### src/logic/amp_seq_regs.svh
// Purpose: Named constants of the amplifier protection sequencer.
// Assumes: 200 MHz system clock; analog levels arrive as 25 mV codes.
// Notes:   Definitions only.
`ifndef AMP_SEQ_REGS_SVH
`define AMP_SEQ_REGS_SVH

// Clock
`define CLK_PERIOD_NS   5
`define CLK_KHZ         200000

// Mode input thresholds, codes of 25 mV (1.6 V, 1.0 V, 3.8 V, 3.2 V)
`define MODE_LSB_MV     25
`define MODE_TH1_UP_MV  1600
`define MODE_TH1_DN_MV  1000
`define MODE_TH2_UP_MV  3800
`define MODE_TH2_DN_MV  3200

// Oscillator pin trip level above signal ground (2.5 V)
`define OSC_TRIP_MV     2500

// Switching frequency ranges in kHz
`define F_INT_MIN_KHZ   210
`define F_INT_MAX_KHZ   600
`define F_EXT_MIN_KHZ   200
`define F_EXT_MAX_KHZ   600
`define F_OSC_NOM_KHZ   317

// Mute dwell and overcurrent retry interval
`define T_DWELL_MS      220
`define T_RETRY_MS      220

// Power stage minimum pulse width
`define T_MINPW_NS      220

`endif

### src/logic/amp_seq_pkg.sv
// Purpose: Types shared by the amplifier protection sequencer.
// Assumes: Nothing beyond SystemVerilog packages.
// Notes:   Constants live in amp_seq_regs.svh.
package amp_seq_pkg;

   // Decoded mode input
   typedef enum logic [1:0] {
      MODE_STANDBY = 2'b00,
      MODE_MUTE    = 2'b01,
      MODE_ON      = 2'b10
   } mode_t;

   // Sequencer states
   typedef enum logic [2:0] {
      ST_STANDBY = 3'b000,
      ST_CHECK   = 3'b001,
      ST_MUTE    = 3'b010,
      ST_DWELL   = 3'b011,
      ST_ON      = 3'b100,
      ST_OC_WAIT = 3'b101
   } seq_state_t;

   // Rail comparators on one output feedback line
   typedef struct packed {
      logic to_supply;   // Line stuck at positive rail
      logic to_ground;   // Line stuck at negative rail
   } feedback_t;

endpackage : amp_seq_pkg

### src/logic/amp_protection_sequencer.sv
// Purpose: Protection and start-up sequencing of a two-channel
//          class-D amplifier controller.
// Assumes: All inputs synchronous to clk; analog pins as 25 mV codes.
// Notes:   Timers count switching oscillator periods.
`timescale 1ns/10ps
`default_nettype none
`include "amp_seq_regs.svh"

module amp_protection_sequencer #(
   parameter int unsigned DWELL_TICKS = `T_DWELL_MS * `F_OSC_NOM_KHZ,
   parameter int unsigned RETRY_TICKS = `T_RETRY_MS * `F_OSC_NOM_KHZ
) (
   input  wire logic                     clk,
   input  wire logic                     nrst,
   input  wire logic [7:0]               mode_level,
   input  wire logic [7:0]               osc_level,
   input  wire logic                     ext_clk_in,
   input  wire logic [9:0]               osc_divisor,
   input  wire logic                     overcurrent_fault_in,
   input  wire logic                     overtemp_fault_in,
   input  wire amp_seq_pkg::feedback_t   output_feedback_ch1,
   input  wire amp_seq_pkg::feedback_t   output_feedback_ch2,
   input  wire logic                     clip_active,
   output logic                          stage_enable_ch1,
   output logic                          stage_enable_ch2,
   output logic                          audio_mute,
   output logic                          ext_osc_select,
   output logic                          ext_freq_ok,
   output logic                          short_detected,
   output logic [5:0]                    min_pulse_cycles,
   output amp_seq_pkg::seq_state_t       seq_state
);

   localparam logic [7:0] OSC_TRIP = 8'(`OSC_TRIP_MV / `MODE_LSB_MV);
   localparam logic [9:0] DIV_MIN  =
      10'((`CLK_KHZ + `F_INT_MAX_KHZ - 1) / `F_INT_MAX_KHZ);
   localparam logic [9:0] DIV_MAX  = 10'(`CLK_KHZ / `F_INT_MIN_KHZ);
   localparam logic [9:0] EXT_PMIN =
      10'((`CLK_KHZ + `F_EXT_MAX_KHZ - 1) / `F_EXT_MAX_KHZ);
   localparam logic [9:0] EXT_PMAX = 10'(`CLK_KHZ / `F_EXT_MIN_KHZ);
   localparam logic [5:0] MINPW    = 6'(`T_MINPW_NS / `CLK_PERIOD_NS);
   localparam logic [23:0] DWELL_LAST = 24'(DWELL_TICKS - 1);
   localparam logic [23:0] RETRY_LAST = 24'(RETRY_TICKS - 1);

   logic                     rst_meta_reg;
   logic                     rst_n;
   amp_seq_pkg::mode_t       mode;
   amp_seq_pkg::seq_state_t  st_reg;
   amp_seq_pkg::seq_state_t  st_next;
   logic [23:0]              tmr_reg;
   logic [9:0]               div_reg;
   logic [9:0]               period_reg;
   logic                     ext_prev_reg;
   logic                     ext_rise;
   logic                     int_tick;
   logic                     osc_tick;
   logic                     short_now;
   logic                     dwell_done;
   logic                     retry_done;
   logic                     en_next;
   logic                     check_ok_reg;

   // Clamp divisor to the supported internal range
   function automatic logic [9:0] clamp_div(input logic [9:0] d);
      if (d < DIV_MIN) begin
         clamp_div = DIV_MIN;
      end else if (d > DIV_MAX) begin
         clamp_div = DIV_MAX;
      end else begin
         clamp_div = d;
      end
   endfunction : clamp_div

   // Run states drive the power stage enables
   function automatic logic is_run(input amp_seq_pkg::seq_state_t s);
      is_run = (s == amp_seq_pkg::ST_MUTE) || (s == amp_seq_pkg::ST_DWELL)
               || (s == amp_seq_pkg::ST_ON);
   endfunction : is_run

   // Reset release synchroniser
   always_ff @(posedge clk or negedge nrst) begin
      if (!nrst) begin
         rst_meta_reg <= 1'b0;
         rst_n        <= 1'b0;
      end else begin
         rst_meta_reg <= 1'b1;
         rst_n        <= rst_meta_reg;
      end
   end

   mode_decoder u_mode (
      .clk        (clk),
      .rst_n      (rst_n),
      .mode_level (mode_level),
      .mode       (mode)
   );

   // External clock selection by trip level
   always_ff @(posedge clk or negedge rst_n) begin
      if (!rst_n) begin
         ext_osc_select <= 1'b0;
      end else begin
         ext_osc_select <= (osc_level > OSC_TRIP);
      end
   end

   // Internal oscillator divider
   always_ff @(posedge clk or negedge rst_n) begin
      if (!rst_n) begin
         div_reg <= 10'h000;
      end else if (int_tick || ext_osc_select) begin
         div_reg <= 10'h000;
      end else begin
         div_reg <= div_reg + 10'h001;
      end
   end
   assign int_tick = (div_reg >= clamp_div(osc_divisor) - 10'h001);

   // External edge detect and period check
   always_ff @(posedge clk or negedge rst_n) begin
      if (!rst_n) begin
         ext_prev_reg <= 1'b0;
         period_reg   <= 10'h000;
         ext_freq_ok  <= 1'b0;
      end else begin
         ext_prev_reg <= ext_clk_in;
         if (ext_rise) begin
            period_reg  <= 10'h001;
            ext_freq_ok <= (period_reg >= EXT_PMIN)
                           && (period_reg <= EXT_PMAX);
         end else if (period_reg > EXT_PMAX) begin
            ext_freq_ok <= 1'b0;
         end else begin
            period_reg <= period_reg + 10'h001;
         end
      end
   end
   assign ext_rise = ext_clk_in && !ext_prev_reg;

   // Active switching oscillator period
   assign osc_tick = ext_osc_select ? ext_rise : int_tick;

   // Combined short detection of both feedback lines
   assign short_now = (|output_feedback_ch1) || (|output_feedback_ch2);
   assign dwell_done = osc_tick && (tmr_reg >= DWELL_LAST);
   assign retry_done = osc_tick && (tmr_reg >= RETRY_LAST);

   // Sequencer next state
   always_comb begin
      st_next = st_reg;
      case (st_reg)
         amp_seq_pkg::ST_STANDBY: begin
            if (mode != amp_seq_pkg::MODE_STANDBY) begin
               st_next = amp_seq_pkg::ST_CHECK;
            end
         end
         amp_seq_pkg::ST_CHECK: begin
            if (mode == amp_seq_pkg::MODE_STANDBY) begin
               st_next = amp_seq_pkg::ST_STANDBY;
            end else if (!short_now) begin
               st_next = amp_seq_pkg::ST_MUTE;
            end
         end
         amp_seq_pkg::ST_MUTE, amp_seq_pkg::ST_DWELL,
         amp_seq_pkg::ST_ON: begin
            if (mode == amp_seq_pkg::MODE_STANDBY) begin
               st_next = amp_seq_pkg::ST_STANDBY;
            end else if (!overcurrent_fault_in) begin
               st_next = amp_seq_pkg::ST_OC_WAIT;
            end else if (mode == amp_seq_pkg::MODE_MUTE) begin
               st_next = amp_seq_pkg::ST_MUTE;
            end else if (st_reg == amp_seq_pkg::ST_MUTE) begin
               st_next = amp_seq_pkg::ST_DWELL;
            end else if (st_reg == amp_seq_pkg::ST_DWELL && dwell_done) begin
               st_next = amp_seq_pkg::ST_ON;
            end
         end
         amp_seq_pkg::ST_OC_WAIT: begin
            if (mode == amp_seq_pkg::MODE_STANDBY) begin
               st_next = amp_seq_pkg::ST_STANDBY;
            end else if (retry_done) begin
               st_next = amp_seq_pkg::ST_CHECK;
            end
         end
         default: begin
            st_next = amp_seq_pkg::ST_STANDBY;
         end
      endcase
   end

   // State register
   always_ff @(posedge clk or negedge rst_n) begin
      if (!rst_n) begin
         st_reg <= amp_seq_pkg::ST_STANDBY;
      end else begin
         st_reg <= st_next;
      end
   end

   // Oscillator period timer, restarted on state change
   always_ff @(posedge clk or negedge rst_n) begin
      if (!rst_n) begin
         tmr_reg <= 24'h000000;
      end else if (st_next != st_reg) begin
         tmr_reg <= 24'h000000;
      end else if (osc_tick) begin
         tmr_reg <= tmr_reg + 24'h000001;
      end
   end

   // Enables gated by both diagnostics
   assign en_next = is_run(st_next) && overcurrent_fault_in
                    && overtemp_fault_in;

   // Registered outputs
   always_ff @(posedge clk or negedge rst_n) begin
      if (!rst_n) begin
         stage_enable_ch1 <= 1'b0;
         stage_enable_ch2 <= 1'b0;
         audio_mute       <= 1'b1;
         seq_state        <= amp_seq_pkg::ST_STANDBY;
      end else begin
         stage_enable_ch1 <= en_next;
         stage_enable_ch2 <= en_next;
         audio_mute       <= (st_next != amp_seq_pkg::ST_ON);
         seq_state        <= st_next;
      end
   end

   // Short flag, evaluated only during the check
   always_ff @(posedge clk or negedge rst_n) begin
      if (!rst_n) begin
         short_detected <= 1'b0;
      end else if (st_reg == amp_seq_pkg::ST_CHECK) begin
         short_detected <= short_now;
      end else if (st_reg == amp_seq_pkg::ST_STANDBY) begin
         short_detected <= 1'b0;
      end
   end

   // Effective minimum pulse, halved while clipping
   always_ff @(posedge clk or negedge rst_n) begin
      if (!rst_n) begin
         min_pulse_cycles <= MINPW;
      end else begin
         min_pulse_cycles <= clip_active ? (MINPW >> 1) : MINPW;
      end
   end

   // Remembers a passed check until the run ends
   always_ff @(posedge clk or negedge rst_n) begin
      if (!rst_n) begin
         check_ok_reg <= 1'b0;
      end else if (st_reg == amp_seq_pkg::ST_CHECK && !short_now) begin
         check_ok_reg <= 1'b1;
      end else if (!is_run(st_reg) && st_reg != amp_seq_pkg::ST_CHECK) begin
         check_ok_reg <= 1'b0;
      end
   end
endmodule : amp_protection_sequencer
`default_nettype wire

### src/logic/mode_decoder.sv
// Purpose: Three-level mode input decode with hysteresis.
// Assumes: mode_level is a synchronous 25 mV code of the mode pin.
// Notes:   Two independent hysteresis comparators.
`timescale 1ns/10ps
`default_nettype none
`include "amp_seq_regs.svh"

module mode_decoder (
   input  wire logic                 clk,
   input  wire logic                 rst_n,
   input  wire logic [7:0]           mode_level,
   output var  amp_seq_pkg::mode_t   mode
);

   localparam logic [7:0] TH1_UP = 8'(`MODE_TH1_UP_MV / `MODE_LSB_MV);
   localparam logic [7:0] TH1_DN = 8'(`MODE_TH1_DN_MV / `MODE_LSB_MV);
   localparam logic [7:0] TH2_UP = 8'(`MODE_TH2_UP_MV / `MODE_LSB_MV);
   localparam logic [7:0] TH2_DN = 8'(`MODE_TH2_DN_MV / `MODE_LSB_MV);

   logic above1_reg;
   logic above2_reg;

   // Standby/mute comparator
   always_ff @(posedge clk or negedge rst_n) begin
      if (!rst_n) begin
         above1_reg <= 1'b0;
      end else if (mode_level > TH1_UP) begin
         above1_reg <= 1'b1;
      end else if (mode_level < TH1_DN) begin
         above1_reg <= 1'b0;
      end
   end

   // Mute/on comparator
   always_ff @(posedge clk or negedge rst_n) begin
      if (!rst_n) begin
         above2_reg <= 1'b0;
      end else if (mode_level > TH2_UP) begin
         above2_reg <= 1'b1;
      end else if (mode_level < TH2_DN) begin
         above2_reg <= 1'b0;
      end
   end

   // Registered decode
   always_ff @(posedge clk or negedge rst_n) begin
      if (!rst_n) begin
         mode <= amp_seq_pkg::MODE_STANDBY;
      end else if (above2_reg) begin
         mode <= amp_seq_pkg::MODE_ON;
      end else if (above1_reg) begin
         mode <= amp_seq_pkg::MODE_MUTE;
      end else begin
         mode <= amp_seq_pkg::MODE_STANDBY;
      end
   end
endmodule : mode_decoder
`default_nettype wire

### config.mk
export PLATFORM = sky130hd
export DESIGN_NAME = amp_protection_sequencer
export DESIGN_NICKNAME = d
export VERILOG_FILES = /design/src/logic/amp_seq_pkg.sv /design/src/logic/amp_protection_sequencer.sv /design/src/logic/mode_decoder.sv
export VERILOG_INCLUDE_DIRS = /design/src /design/src/logic
export SDC_FILE = /design/constraint.sdc
export NUM_CORES = 1
export LEC_CHECK = 0
export ABC_AREA = 1
export BUFFER_PORTS_ARGS = -buffer_cell sky130_fd_sc_hd__buf_2
export CAP_MARGIN = 10
export CORE_MARGIN = 8
export CORE_UTILIZATION = 30
export CTS_CLUSTER_SIZE = 8
export DETAILED_ROUTE_END_ITERATION = 7
export PLACE_DENSITY = 0.49
export SYNTH_ARGS = -nofsm -noshare
export SYNTH_HDL_FRONTEND = slang
export SYNTH_HIERARCHICAL = 1
export SYNTH_SLANG_ARGS = --single-unit
### constraint.sdc
create_clock -name clk -period 1.9 [get_ports clk]
set_clock_uncertainty 0.1 [all_clocks]
set_input_delay 0.19 -clock clk [delete_from_list [all_inputs] [get_ports clk]]
set_output_delay 0.19 -clock clk [all_outputs]
set_load 0.1 [all_outputs]
==> results.md <==
- CP endpoint: tmr_reg[2]$_DFFE_PN0P_
- Crit. End Element: flip-flop
- Synth top cells by count: 99 x nand2_1, 90 x nor2_1, 67 x inv_1
- Final core utilization: 0.460
- CTS max path bufs: 2
- Max Clk Rate: 329 MHz
- Final period utilization: 1.60
- Clock slew seen by the registers of the worst setup and hold paths: 0.05 ns
- Met2 WL: 4740 um
- RR Startpoint: div_reg[8]$_DFF_PN0_
- Final nets: 712
- Gate Count Post-Synth: 499
- Synthesized area: 0.00377 mm2
- Port bufs: 48
- Highest metal used: met4
- DR vias/cell: 4.45
- Fin. Hold Viols: 0
- Drt wl/cell: 11.5 um
- Grt total ovfl: 0
- Vias in the first global route: 3825
- YS warnings: 6
- Async SR Flop Fraction: 1.00
- CP max-delay cell: ha_1
- Post-DP HPWL: 7200 um
- Total wire length: 9650 um
- Slew Viols, Final: 0
- Unrepaired setup endpoints after global routing: yes
- Critical path class: in -> reg
- Residual DRC count: 0
- Violated checks: setup timing
- Area of the core: 0.0125 mm2
- Final min period: 3.04 ns
- First-pass GRT wire length: 16600 um
- FF+latch count, synth: 61
- WP buf/inv: 2
- Root buffer cell: clkbuf_16
- Worst reg-to-reg path cell count: 15
- Largest net degree at the start of global routing: 21
- Worst vdd ir: 486 uV
- P_leak: 2.77 nW
- Crit path launch: osc_divisor[3]
- Worst path arrival time: 3.15 ns
- GR Util All Layers: 0.124
- Area leader, netlist: dfrtp_1
- Average size of a mapped cell: 7.55 um2
- Final cell count without fillers: 838
- Fin Hold WS: 0.0129 ns
- Critical R2R Capture: tmr_reg[2]$_DFFE_PN0P_
- Hold Path Class: in -> reg
- Cell count along the critical path: 25
- Yosys top cell area share: 0.392
- Synth area leaders: dfrtp_1 39%, nand2_1 9.9%, nor2_1 9.0%
- Clock Latency Late Sink: 0.32 ns
- Initial Util: 0.302
- Status: complete, but fails checks
- Final setup fails: 39
- Row Count: 41
- Most frequent CP cell: nand2_2
- Wire length on met3: 296 um
- Full die area: 0.0164 mm2
- 1st-iter DRT viols: 113
- H-tree Lvls: 3
- Gpl congestion: 0.842
- Initial antenna violation count: 0
- Top_reg_cell synth: dfrtp_1
- M1 WL: 4500 um
- Initial DRT Pass Iterations: 4
- Most frequent cell after synthesis: nand2_1
- CTS tree: built
- Chip width: 128 um
- Reg2Reg Setup Slack: -0.36 ns
- Fin worst setup slack: -1.14 ns
- Placed cells: 808
- Worst Path Required: 2.01 ns
- Layout cells sized above 1: 0.375
- Netlist cell types: 41
- Vias: 3730
- Die Height: 128 um
- Ant diodes: 0
- Worst path max stage delay: 0.29 ns
- Pwr dens: 660 mW/mm2
- Critical path peak fanout: 6
- Setup slack at placement: -1.55 ns
- TritonCTS Sinks: 61
- Post-synth EDFFs: 0
- Routed Antenna Nets: 0
- Cell family with most CP delay: simple AND/OR/NAND/NOR gates
- Number of max-cap violations: 0
- Max FFs per register: 24
- Crit path launch type: input port
- Area Growth Syn to Fin: 52.1%
- Num CTS Buffers: 9
- Sequential fraction of the synthesis area: 0.406
- # IOs: 51
## metal layers
metal  up-vias  GRT usage
li1       1919          -
met1      1739      0.146
met2        59      0.212
met3        13     0.0300
met4         0     0.0469
met5         -          0
## per-stage QoR
stage / TNS, ns / total power, mW / area (um2)
after detailed placement: -52.62 / 2.20 / 4950
after CTS: -37.47 / 3.78 / 5470
after global placement: -50.21 / 2.18 / 4950
after floorplan: -37.15 / 1.92 / 3800
after global routing: -47.29 / 4.00 / 5730
final: -37.70 / 3.78 / 5730
## tightest hold or removal path, delay by kind of cell
| family | cells | cell delay, ns |
|---|---|---|
| AO/OA/AOI/OAI | 1 | 0.06 |
| buffers and inverters | 1 | 0.09 |
| AND/OR/NAND/NOR | 1 | 0.04 |
## power breakdown
group,leakage [nW],internal (mW),switching (mW),total [mW]
clock network,0.127,0.876,0.565,1.44
registers,0.804,1.37,0.0646,1.44
logic,1.84,0.365,0.538,0.903
## logic make-up (layout without fill, tap and decap cells)
| kind of cell | Yosys count | after routing | synth area share |
|---|---|---|---|
| AOI/OAI and AO/OA | 50 | 50 | 0.0761 |
| xor gates and xnor gates | 28 | 28 | 0.0651 |
| adders and majority gates | 15 | 15 | 0.0498 |
| buffers and inverters | 79 | 245 | 0.0893 |
| DFF | 61 | 61 | 0.406 |
| muxes | 1 | 1 | 0.00266 |
| other | 2 | 3 | 0.00199 |
| and+or+nand+nor | 263 | 263 | 0.309 |
## placed cells by master, fill, tap and decap left out, drive strengths merged, types with 5 or more instances in the layout
cell type	synthesis	layout
nand2	102	102
dlygate4sd3	0	5
xor2	21	21
clkbuf	2	13
xnor2	7	7
nor2	92	92
buf	9	156
nor4	8	8
dfrtp	59	59
ha	15	15
a21oi	22	22
inv	68	68
o21ai	14	14
nand4	10	10
nand3	31	31
nor3	12	12
## layout make-up
class                           instances  area [um2]
Clock inverter                          3        15.0
Timing Repair Buffer                  161        1210
Multi-Input combinational cell        360        2250
Sequential cell                        61        1530
Fill cell                            1231        6740
Inverter                               68         260
Tap cell                              172         215
Clock buffer                           13         240
## what timing repair did
action,4_1_cts,5_1_grt
gates resized for setup,31,70
cloned,2,0
pin swaps,5,32
setup endpoints to repair,39,39
endpoints found under the hold margin,7,0
hold buffers,5,0
buffers inserted,6,6
## how the worst min path moves through the flow
stage	from	end	slack (ns)	cells after the start
2_1_floorplan	nrst	rst_meta_reg$_DFF_PN0_	-0.21	0
3_3_place_gp	nrst	rst_meta_reg$_DFF_PN0_	-0.12	1
3_5_place_dp	nrst	rst_meta_reg$_DFF_PN0_	-0.12	1
4_1_cts	osc_level[6]	ext_osc_select$_DFF_PN0_	0.007	3
5_1_grt	osc_level[6]	ext_osc_select$_DFF_PN0_	0.03	3
6_report	osc_level[6]	ext_osc_select$_DFF_PN0_	0.01	3
Note: power is estimated with default switching activity, not from simulation.
